## src/core/hpa_pkg.sv

```systemverilog
// package for the host pointer address generator
// assumes a single 40 MHz system clock domain
`default_nettype none
package hpa_pkg;
  localparam int ADDR_W = 32;
  localparam logic [31:0] BASE_RST = 32'h0000_0000;
  // structure kinds presented with each pointer
  typedef enum logic [3:0] {
    HPA_K_CMD_LIST,
    HPA_K_CMD_LINK,
    HPA_K_TX_DESC_ARRAY,
    HPA_K_DUMP_BUF,
    HPA_K_RX_AREA,
    HPA_K_RX_LINK,
    HPA_K_TX_BUF,
    HPA_K_PORT_DUMP,
    HPA_K_DUMP_CNT
  } hpa_kind_t;
  typedef enum logic [1:0] {
    HPA_SEL_CMD,
    HPA_SEL_RX,
    HPA_SEL_NONE
  } hpa_sel_t;
endpackage
`default_nettype wire

```

## src/core/hpa_gen.sv

```systemverilog
// address generator: base plus offset for shared-memory structures
// assumes command and receive units present one request per cycle
`default_nettype none
// Behaviour
// - based pointers: physical address is full 32-bit base plus offset
// - command base for list, links, descriptor arrays, dump; receive base for receive area and receive links
// - transmit buffers, port dump, dump counters use offset as address directly
// - all 32 offset bits are added, upper half never masked
// - transmit buffers may start at any byte address, odd or even
module hpa_gen (
  input  wire logic                 clk_sys_in,
  input  wire logic                 sys_rst_in,
  input  wire logic                 load_cmd_base_in,
  input  wire logic                 load_rx_base_in,
  input  wire logic [31:0]          base_value_in,
  input  wire logic                 units_idle_in,
  input  wire logic                 req_valid_in,
  input  wire hpa_pkg::hpa_kind_t   req_kind_in,
  input  wire logic [31:0]          req_offset_in,
  output logic                      addr_valid_out,
  output logic [31:0]               addr_out,
  output logic [31:0]               cmd_base_out,
  output logic [31:0]               rx_base_out,
  output logic                      load_refused_out
);
  typedef struct packed {
    logic [31:0] cmd_base;
    logic [31:0] rx_base;
    logic        valid;
    logic [31:0] addr;
    logic        refused;
  } hpa_state_t;

  hpa_state_t st;
  hpa_state_t next_st;
  hpa_pkg::hpa_sel_t sel;
  logic [31:0] base_pick;

  always_comb begin
    unique case (req_kind_in)
      hpa_pkg::HPA_K_CMD_LIST,
      hpa_pkg::HPA_K_CMD_LINK,
      hpa_pkg::HPA_K_TX_DESC_ARRAY,
      hpa_pkg::HPA_K_DUMP_BUF:  sel = hpa_pkg::HPA_SEL_CMD;
      hpa_pkg::HPA_K_RX_AREA,
      hpa_pkg::HPA_K_RX_LINK:   sel = hpa_pkg::HPA_SEL_RX;
      default:                  sel = hpa_pkg::HPA_SEL_NONE;
    endcase
  end

  always_comb begin
    unique case (sel)
      hpa_pkg::HPA_SEL_CMD: base_pick = st.cmd_base;
      hpa_pkg::HPA_SEL_RX:  base_pick = st.rx_base;
      default:              base_pick = 32'h0000_0000;
    endcase
  end

  always_comb begin
    next_st = st;
    next_st.refused = 1'b0;
    // loads outside idle are ignored so a running unit never sees its base move
    if (load_cmd_base_in || load_rx_base_in) begin
      if (units_idle_in) begin
        if (load_cmd_base_in) begin
          next_st.cmd_base = base_value_in;
        end
        if (load_rx_base_in) begin
          next_st.rx_base = base_value_in;
        end
      end else begin
        next_st.refused = 1'b1;
      end
    end
    next_st.valid = req_valid_in;
    // no alignment check: odd offsets pass untouched
    if (req_valid_in) begin
      // sum kept at 32 bits on purpose: the carry out of bit 31 is dropped
      next_st.addr = 32'(base_pick + req_offset_in);
    end
  end

  always_ff @(posedge clk_sys_in) begin
    if (sys_rst_in) begin
      st <= '{cmd_base: hpa_pkg::BASE_RST, rx_base: hpa_pkg::BASE_RST,
              valid: 1'b0, addr: 32'h0000_0000, refused: 1'b0};
    end else begin
      st <= next_st;
    end
  end

  assign addr_valid_out   = st.valid;
  assign addr_out         = st.addr;
  assign cmd_base_out     = st.cmd_base;
  assign rx_base_out      = st.rx_base;
  assign load_refused_out = st.refused;
endmodule
`default_nettype wire

```

## config.mk

```make
export PLATFORM = sky130hd
export DESIGN_NAME = hpa_gen
export DESIGN_NICKNAME = d
export VERILOG_FILES = /design/src/core/hpa_pkg.sv /design/src/core/hpa_gen.sv
export SDC_FILE = /design/constraint.sdc
export NUM_CORES = 1
export LEC_CHECK = 0
export ABC_AREA = 1
export BUFFER_PORTS_ARGS = -buffer_cell sky130_fd_sc_hd__clkbuf_2
export CELL_PAD_IN_SITES_DETAIL_PLACEMENT = 0
export CELL_PAD_IN_SITES_GLOBAL_PLACEMENT = 2
export CORE_MARGIN = 3
export CORE_UTILIZATION = 25
export CTS_BUF_LIST = sky130_fd_sc_hd__clkbuf_2
export CTS_CLUSTER_SIZE = 24
export DETAILED_ROUTE_END_ITERATION = 7
export GPL_TIMING_DRIVEN = 0
export HOLD_SLACK_MARGIN = 0.12
export PLACE_DENSITY = 0.81
export SKIP_CTS_REPAIR_TIMING = 1
export SLEW_MARGIN = 5
export SYNTH_ARGS = -nofsm -noshare
export SYNTH_HDL_FRONTEND = slang
export SYNTH_SLANG_ARGS = --single-unit
```

## constraint.sdc

```tcl
create_clock -name clk_sys_in -period 2.55 [get_ports clk_sys_in]
set_clock_uncertainty 0.1 [all_clocks]
set_input_delay 0.51 -clock clk_sys_in [delete_from_list [all_inputs] [get_ports clk_sys_in]]
set_output_delay 0.51 -clock clk_sys_in [all_outputs]
set_load 0.01 [all_outputs]
```

==> impl_results.md, run 1 <==
- Status: completed
- Final setup fails: 0
- I/O pin total: about 170
- Maxcap violations: 0
- Number of enable flip-flop cells after synthesis: 0
- Final setup margin: 0.177 ns
- Yosys warns: 0
- Critical Path AT: 2.90 ns
- Final Hold Viols: 0
- Layout Cells excl Fill: 1591
- Synth top area cells: dfxtp_1 (31%), nand2_1 (15%), nor2_1 (13%), nand3_1 (8.6%), inv_1 (8.0%)
- Die Wd: roughly 160 µm
- Port Buffers: 169
- Largest net degree at the start of global routing: 20
- Clock Sink Count: between 90 and 100
- DRC viols: 0
- Synth Area per Inst: 6.05 µm²
- Setup crit start kind: primary input
- Root buffer cell: clkbuf_2
- Slew Limit Fails: 0
- Design area: 8070 µm²
- Initial antenna violation count: 1
- Synthesized cell area: 6320 µm²
- First-pass DRT Iterations: 5
- R2R depth: 14
- Vias in the first global route: between 6000 and 7000
- Synth top area share: a little under a third
- Die Y: about 160 µm
- Hold Crit Endpoint: addr_valid_out
- Crit Path Class: in2reg
- Vias: about 7000
- CTS tree: yes
- Hold WS: between 0.1 and 0.15 ns
- Worst R2R Start: rx_base_out[0]
- PwrDens: ~440 nW/µm²
- Slew margin rel.: 50.9%
- Cell with the most instances after synthesis: nand2_1
- WL final: about 24000 µm
- Gr ovfl total: 0
- Clock Tree Buf Depth: 2
- Peak VDD IR: between 0.15 and 0.2 mV
- TritonCTS Buffers: 9
- Layout cell share with drive strength beyond 1: 18.7%
- Fmax: approximately 0.42 GHz
- Req. time, crit path: 3.08 ns
- Die ar.: 27200 µm²
- Hold_sp: req_valid_in
- Fin nets: roughly 1400
- R2R setup slack: around 0.20 ns
- Top cells by count, synth: nand2_1 (248), nor2_1 (212), inv_1 (135)
- Tmin final: about 2.4 ns
- RSZ-0062 raised after global routing: false
- Vias per cell: around 4.4
- Fin Setup TNS: 0 ns
- Endpoint type of the worst setup path: register
- Post-synth top flop: dfxtp_1
- Worst-path maximum fanout: 10
- Worst Tran Pin Value: approximately 0.74 ns
- Sequential-to-total area share from yosys stat: between 30% and 40%
- Placed instance count: between 1500 and 2000
- Ys async rst share: 0%
- Hold path depth: 3
- Final worst path period share: ~93%
- Yosys cell types: 30
- Core area: approximately 25000 µm²
- Hold/Removal Path Class: in2reg
- First-iteration detailed-routing DRC count: approximately 340
- P_leak: roughly 4.4 nW
- GRT Util Overall: ~17%
- HPWL after DPL: 19600 µm
- Mapped Nets: between 1000 and 1500
- RR Endpoint: addr_out[24]
- Initial Util: 25.7%
- Fill count: between 2000 and 3000
- Clock-pin slew on the worst setup and hold paths: about 0.34 ns
- Gpl congestion: 0.857
- First-pass GRT wire length: about 36000 µm
- Rows: between 50 and 60
- Clock latency on the worst-skew pair: roughly 0.7 ns
- Synth area leader: dfxtp_1
- Cells after Synth: 1044
- # H-tree levels: 3
- Wire per inst: ~15 µm
- Synthesis-stage register bit count: 98
- DP Worst Slack: -0.780 ns
- Placed cell areas: 7570 µm²
- Area growth from synthesis to layout: 27.7%
- Post-route ant nets: 0
-- sequential cells by signal (all words and copies together), names as in the netlist --
register	count
addr_out	32
addr_valid_out	1
cmd_base_out	32
load_refused_out	1
rx_base_out	32
-- area by class of cell --
type / count / area [µm²] / area share (%)
multi-input cells: 769 / 3690 / 45.7
well taps: 324 / 405 / 5.03
repair buffers: 205 / 1210 / 15.0
clock inverters: 7 / 72.6 / 0.900
plain buffers: 40 / 169 / 2.09
clock buffers: 9 / 45.0 / 0.558
diodes: 2 / 5.00 / 0.0621
flip-flops and latches: 98 / 1960 / 24.3
inverters: 137 / 514 / 6.38
-- how the worst max path moves through the flow --
| stage | from | end | slack, ns | cells after the start |
|---|---|---|---|---|
| 2_1_floorplan | req_kind_in[2] | addr_out[31] | 0.05 | 18 |
| 3_3_place_gp | req_kind_in[1] | addr_out[20] | -0.81 | 16 |
| 3_5_place_dp | req_kind_in[1] | addr_out[20] | -0.78 | 16 |
| 4_1_cts | req_kind_in[1] | addr_out[20] | 0.007 | 16 |
| 5_1_grt | rx_base_out[0] | addr_out[20] | 0.003 | 14 |
| 6_report | req_kind_in[2] | addr_out[24] | 0.18 | 17 |
-- worst max-delay path, stage by stage --
cell,delay (ns)
clkbuf_2,0.18
inv_1,0.15
buf_2,0.22
nand3_1,0.09
nand2_1,0.14
ha_1,0.27
fa_2,0.39
nand3_1,0.10
nand3_1,0.15
nand2_1,0.11
nand2_2,0.08
nand2_1,0.12
nand3_1,0.09
nand2_1,0.07
nand3_1,0.10
nand2_1,0.08
inv_1,0.03
-- layer usage --
metal | global-route usage (%) | vias to the layer above | share of wire (%)
li1 | - | 3697 | -
met1 | 23.2 | 3049 | 47
met2 | 28.8 | 165 | 47
met3 | 3.44 | 17 | 5.2
met4 | 4.31 | 0 | 1.2
met5 | 0 | - | 0
-- where the power goes --
part / leakage, nW / switching, W / internal [W]
Combinational: 3.55 / 0.000591 / 0.000363
Clock: 0.0750 / 0.000687 / 0.000167
Sequential: 0.811 / 0.0000857 / 0.00165
-- layout by cell type, fill, tap and decap left out, types with 22 or more instances in the layout --
| master | instances |
|---|---|
| nand2_1 | 248 |
| nor2_1 | 211 |
| clkbuf_2 | 186 |
| inv_1 | 135 |
| nand3_1 | 109 |
| dfxtp_1 | 98 |
| o21ai_0 | 81 |
| dlygate4sd3_1 | 36 |
| ha_1 | 31 |
| clkbuf_1 | 24 |
| a21oi_1 | 22 |
-- logic make-up (layout without fill, tap and decap cells) --
kind of cell	count (synthesis)	count (layout)	synth area share, %
other	0	2	0
AOI/OAI and AO/OA	113	113	9.23
adders and majority gates	32	32	6.46
DFF	98	98	31.1
and+or+nand+nor	608	608	40.4
buffers and inverters	177	398	10.7
xor gates and xnor gates	16	16	2.22
-- stage by stage --
stage | power [W] | utilization [%]
final | 0.00354 | 32.8
after global placement | 0.00268 | 30.8
after detailed placement | 0.00268 | 30.8
after floorplan | 0.00230 | -
after global routing | 0.00377 | 32.8
after CTS | 0.00355 | 31.2
Note: power is estimated with default switching activity, not from simulation.
==> run 2, diff against run 1 <==
- CORE_UTILIZATION: 25 -> 28
- PLACE_DENSITY: 0.81 -> 0.9
- clock period: 2.55 -> 2.6 ns (I/O delays scaled with it)
==> run 2 against run 1 <==
Sequential power fell by 2%. Die area is 10% lower. Wire length shrank 3.4%. Cell area is 1.0% lower. Global-route usage grew 1.0 points. Sequential share of layout area up 0.25 points. Combinational power decreased by 2.8%. Hold slack gained 0.024 ns. Flip-flop and latch count unchanged. Via count is the same. Register-to-register slack gained 0.05 ns. First-iteration DRC count is 5.6% higher. Largest power group unchanged.
==> impl_results.md, run 2 (synthesized netlist as in run 1, its figures left out) <==
- Setup crit start kind: primary input (unchanged)
- RSZ-0062 raised after global routing: false (unchanged)
- HPWL after DPL: 18600 µm (was 19600 µm)
- CTS tree: yes (unchanged)
- Final setup fails: 0 (unchanged)
- R2R setup slack: 0.25 ns (was 0.20 ns)
- Status: completed (unchanged)
- Clock Sink Count: 98 (unchanged)
- Gpl congestion: 0.854 (was 0.857)
- Post-route ant nets: 0 (unchanged)
- Most used routing layer: met2 (unchanged)
- RR Endpoint: addr_out[20] (was addr_out[24])
- Hold/Removal Path Class: in2reg (unchanged)
- Worst Tran Pin Value: 0.635 ns (was 0.736 ns)
- Initial antenna violation count: 1 (unchanged)
- PwrDens: 426 nW/µm² (was 439 nW/µm²)
- Root buffer cell: clkbuf_2 (unchanged)
- Vias in the first global route: 6516 (was 6469)
- Most frequent cells in the layout: nand2_1 (248), nor2_1 (211), clkbuf_2 (183) (was nand2_1 (248), nor2_1 (211), clkbuf_2 (186))
- Design area: 7980 µm² (was 8070 µm²)
- Wire per inst: 14.8 µm (was 14.9 µm)
- Placed cell areas: 7510 µm² (was 7570 µm²)
- Die Wd: 156 µm (was 165 µm)
- Design Power: 0.00340 W (was 0.00354 W)
- Endpoint type of the worst setup path: register (unchanged)
- Die ar.: 24400 µm² (was 27200 µm²)
- Final worst path period share: 90.8%
- I/O pin total: 172 (unchanged)
- Fill count: 2495 (was 2897)
- Gr ovfl total: 0 (unchanged)
- Clock latency on the worst-skew pair: 0.65 ns (was 0.68 ns)
- Fmax: between 0.4 and 0.5 GHz
- Clock Tree Buf Depth: 2 (unchanged)
- Worst R2R Start: rx_base_out[0] (unchanged)
- Initial Util: 28.7% (was 25.7%)
- Clock-pin slew on the worst setup and hold paths: 0.32 ns (was 0.34 ns)
- First-pass DRT Iterations: 5 (unchanged)
- Vias: 6928 (unchanged)
- Maxcap violations: 0 (unchanged)
- Crit Path Class: in2reg (unchanged)
- Peak VDD IR: 0.251 mV (was 0.185 mV)
- Die Y: 156 µm (was 165 µm)
- Area growth from synthesis to layout: 26.4% (was 27.7%)
- Met1 GRT Util: 24.4% (was 23.2%)
- First-pass GRT wire length: 35100 µm (was 36000 µm)
- Slew Limit Fails: 0 (unchanged)
- Most common cell after layout, fill and taps aside: nand2_1 (unchanged)
- Fin nets: 1366 (unchanged)
- # H-tree levels: 3 (unchanged)
- Met2 usage: 29.8% (was 28.8%)
- Port Buffers: 169 (unchanged)
- Hold Crit Endpoint: addr_valid_out (unchanged)
- Worst-path maximum fanout: 10 (unchanged)
- Largest net degree at the start of global routing: 18 (was 20)
- Fin Setup TNS: 0 ns (unchanged)
- GRT Util Overall: 18.4% (was 17.4%)
- Final Hold Viols: 0 (unchanged)
- Register area: 1960 µm² (unchanged)
- Rows: 54 (was 57)
- Layout Cells excl Fill: 1546 (was 1591)
- Core area: 22000 µm² (was 24600 µm²)
- Req. time, crit path: 3.10 ns (was 3.08 ns)
- Vias per cell: 4.48 (was 4.35)
- TritonCTS Buffers: 9 (unchanged)
- Layout cell share with drive strength beyond 1: 18.4% (was 18.7%)
- DRC viols: 0 (unchanged)
- Met3 usage: 4.27% (was 3.44%)
- Area of the multi-input gates: 3690 µm² (unchanged)
- P_leak: 4.41 nW (was 4.43 nW)
- Hold path depth: 3 (unchanged)
- Tmin final: between 2 and 2.5 ns
- R2R depth: 14 (unchanged)
- Hold_sp: req_valid_in (unchanged)
- WL final: 22900 µm (was 23700 µm)
- First-iteration detailed-routing DRC count: 356 (was 337)
- Slew margin rel.: 57.7% (was 50.9%)
- Placed instance count: 1493 (was 1537)
- Critical Path AT: 2.86 ns (was 2.90 ns)
## run 2: worst max path at each step
stage / to / startpoint / cells after the start
after global routing: addr_out[21] / req_kind_in[3] / 18
after floorplan: addr_out[20] / req_kind_in[2] / 17
final: addr_out[20] / req_kind_in[3] / 16
after detailed placement: addr_out[20] / req_kind_in[3] / 16
after global placement: addr_out[20] / req_kind_in[3] / 16
after CTS: addr_out[20] / req_kind_in[3] / 16
## run 2: critical path: stages
cell      delay, ns
clkbuf_2       0.11
nor2_2         0.25
clkbuf_2       0.29
nand3_1        0.10
nand2_1        0.16
ha_1           0.26
fa_2           0.28
nand3_1        0.09
nand3_1        0.15
nand3_1        0.11
nand3_2        0.12
nand3_1        0.10
nand3_1        0.09
nand3_1        0.12
nand2_1        0.08
inv_1          0.03
## run 2: power by group
group	internal, W	switching (W)
registers	0.00162	0.0000823
logic	0.000355	0.000572
clock network	0.000140	0.000636
## run 2: metal layers
metal	share of wire (%)	wire length (µm)
met1	47	10800
met2	45	10400
met3	5.1	1160
met4	2.5	572
met5	0	0
## run 2: final cells by class
cell class / instances / area share, %
Buffer: 40 / 2.07
Inverter: 137 / 6.44
Sequential cell: 98 / 24.6
Clock buffer: 9 / 0.564
Tap cell: 280 / 4.39
Clock inverter: 6 / 0.627
Multi-Input combinational cell: 769 / 46.2
Timing Repair Buffer: 205 / 15.1
Antenna cell: 2 / 0.0627
## run 2: through the flow
step,utilization (%),worst slack [ns],hold slack [ns]
global route,36.2,0.0456,0.154
finish,36.2,0.239,0.170
CTS,34.5,-0.0880,-0.105
detailed placement,34.1,-0.831,0.376
global placement,34.1,-0.835,0.370
floorplan,-,0.0267,0.398
==> run 3, diff against run 2 <==
- REMOVE_ABC_BUFFERS: unset -> 1
- clock period: 2.6 -> 2.3 ns (I/O delays scaled with it)
==> run 3 against run 2 <==
Die area did not move. Combinational power rose by 21%. Setup slack got worse by 0.12 ns. Via count fell by 1.2%. Non-clock buffer count fell by 17. Global-route usage fell by 0.88 points. Sequential share of layout area fell by 0.99 points. Core utilization rose by 1.8 points. Sequential power rose by 12%. Critical path type is now reg2reg.
==> impl_results.md, run 3 (synthesized netlist as in run 1, its figures left out) <==
- First-pass GRT wire length: 33600 µm (was 35100 µm)
- Gpl congestion: 0.830 (was 0.854)
- Crit Path Class: reg2reg (was in2reg)
- Clk pwr share: 24.1% (was 22.8%)
- Post-route ant nets: 0 (unchanged)
- Wire per inst: 14.7 µm (was 14.8 µm)
- Slew margin rel.: 41.9% (was 57.7%)
- Tmin final: 2.18 ns
- Clock Sink Count: 98 (unchanged)
- Combinational share of power: 28.0% (was 27.2%)
- Final setup fails: 0 (unchanged)
- Gr ovfl total: 0 (unchanged)
- Hold/Removal Path Class: in2reg (unchanged)
- Met2 usage: 28.0% (was 29.8%)
- Initial antenna violation count: 5 (was 1)
- Clock Tree Buf Depth: 2 (unchanged)
- Most common cell after layout, fill and taps aside: nand2_1 (unchanged)
- Core area: 22000 µm² (unchanged)
- Initial Util: 28.7% (unchanged)
- First-iteration detailed-routing DRC count: 338 (was 356)
- HPWL after DPL: 16000 µm (was 18600 µm)
- Die ar.: 24400 µm² (unchanged)
- Area growth from synthesis to layout: 32.7% (was 26.4%)
- Vias: 6848 (was 6928)
- TritonCTS Buffers: 9 (unchanged)
- Fill count: 2460 (was 2495)
- Most frequent cells in the layout: nand2_1 (235), nor2_1 (207), clkbuf_2 (178) (was nand2_1 (248), nor2_1 (211), clkbuf_2 (183))
- Switch share: 36.3% (was 37.9%)
- P_int: 0.00254 W (was 0.00211 W)
- Fin Setup TNS: 0 ns (unchanged)
- Req. time, crit path: 2.81 ns (was 3.10 ns)
- I/O pin total: 172 (unchanged)
- CP peak stage delay: 0.42 ns (was 0.29 ns)
- Seq pwr share: 47.9% (was 50.0%)
- Register area: 1980 µm² (was 1960 µm²)
- Port Buffers: 170 (was 169)
- Clock latency on the worst-skew pair: 0.65 ns (about the same)
- Clock-pin slew on the worst setup and hold paths: 0.33 ns (was 0.32 ns)
- Critical Path AT: 2.70 ns (was 2.86 ns)
- Root buffer cell: clkbuf_2 (unchanged)
- Final Util: 38.1% (was 36.2%)
- Maxcap violations: 0 (unchanged)
- Critical-path cell list: nand3_2, nand2_4, ha_4, fa_2, nand3_2, nand3_4, nand3_4, nand3_4, buf_6, nand2_4, nand3_2, nand2_1, nor2_1, nor2_1 (was clkbuf_2, nor2_2, clkbuf_2, nand3_1, nand2_1, ha_1, fa_2, nand3_1, nand3_1, nand3_1, nand3_2, nand3_1, nand3_1, nand3_1, nand2_1, inv_1)
- Setup crit start kind: register (was primary input)
- Hold WS: 0.161 ns (was 0.170 ns)
- Vias per cell: 4.46 (was 4.48)
- CTS tree: yes (unchanged)
- Die Wd: 156 µm (unchanged)
- GRT Util Overall: 17.5% (was 18.4%)
- Area of the multi-input gates: 3930 µm² (was 3690 µm²)
- Largest net degree at the start of global routing: 65 (was 18)
- Status: completed (unchanged)
- Worst Tran Pin Value: 0.872 ns (was 0.635 ns)
- Endpoint type of the worst setup path: register (unchanged)
- DRC viols: 0 (unchanged)
- Switching pwr: 0.00145 W (was 0.00129 W)
- # H-tree levels: 3 (unchanged)
- First-pass DRT Iterations: 5 (unchanged)
- Die Y: 156 µm (unchanged)
- Slowest cell on the critical path: fa_2 (was clkbuf_2)
- RSZ-0062 raised after global routing: true (was false)
- Rows: 54 (unchanged)
- Peak VDD IR: 0.234 mV (was 0.251 mV)
- WL final: 22600 µm (was 22900 µm)
- Slew Limit Fails: 0 (unchanged)
- Final Hold Viols: 0 (unchanged)
- Layout Cells excl Fill: 1535 (was 1546)
- Met1 GRT Util: 23.9% (was 24.4%)
- Placed instance count: 1455 (was 1493)
- Most used routing layer: met2 (unchanged)
- Worst-path maximum fanout: 3 (was 10)
- Vias in the first global route: 6274 (was 6516)
- Fmax: 0.458 GHz
- Layout cell share with drive strength beyond 1: 25.5% (was 18.4%)
- Design Power: 0.00399 W (was 0.00340 W)
- Final worst path period share: 95.0%
- P_leak: 4.49 nW (was 4.41 nW)
- Met3 usage: 3.61% (was 4.27%)
- PwrDens: 476 nW/µm² (was 426 nW/µm²)
- Fin nets: 1354 (was 1366)
[run 3: cell count changes in the layout (fill, tap and decap cells not counted), sizes merged, moves of 6 or more]
cell,before,now
clkinvlp,1,10
inv,141,135
buf,9,24
clkbuf,209,179
[run 3: final timing paths]
path,start,end,slack (ns),depth (start not counted)
max,rx_base_out[0],addr_out[28],0.12,14
min,req_offset_in[1],addr_out[1],0.16,4
max reg2reg,rx_base_out[0],addr_out[28],0.12,14
min reg2reg,addr_out[13],addr_out[13],0.39,2
[run 3: cell type report]
type / count / share of cell area [%]
antenna: 2 / 0.0597
clock buffer: 10 / 0.597
clock inverter: 6 / 0.880
inverter: 137 / 6.31
multi-input combinational: 770 / 46.8
sequential: 98 / 23.6
tap: 280 / 4.18
timing repair buffer: 228 / 17.3
timing repair inverter: 4 / 0.298
[run 3: power groups by stage]
stage	Sequential [W]	Clock, W	Combinational, W
finish	0.00191	0.000961	0.00112
global route	0.00193	0.00105	0.00126
CTS	0.00191	0.00101	0.000991
detailed placement	0.00194	0	0.000988
global placement	0.00194	0	0.000979
floorplan	0.00199	0	0.000523
[run 3: through the flow]
step / area [µm²] / setup WS, ns
after CTS: 7510 / -1.14
after detailed placement: 7390 / -1.92
after global routing: 8380 / -0.0481
final: 8380 / 0.115
after floorplan: 6160 / -0.680
after global placement: 7360 / -2.25
[run 3: worst max-delay path: cells and delay by family, from the launching register on]
kind | cells | cell delay [ns]
DFF | 1 | 0.40
and+or+nand+nor | 11 | 0.92
adders and majority gates | 2 | 0.59
buffers and inverters | 1 | 0.13
[run 3: layer usage]
metal  up-vias  share of wire [%]
met3        23                4.9
met5         -               0.16
met1      3027                 47
met4         6                1.4
met2       134                 46
li1       3658                  -
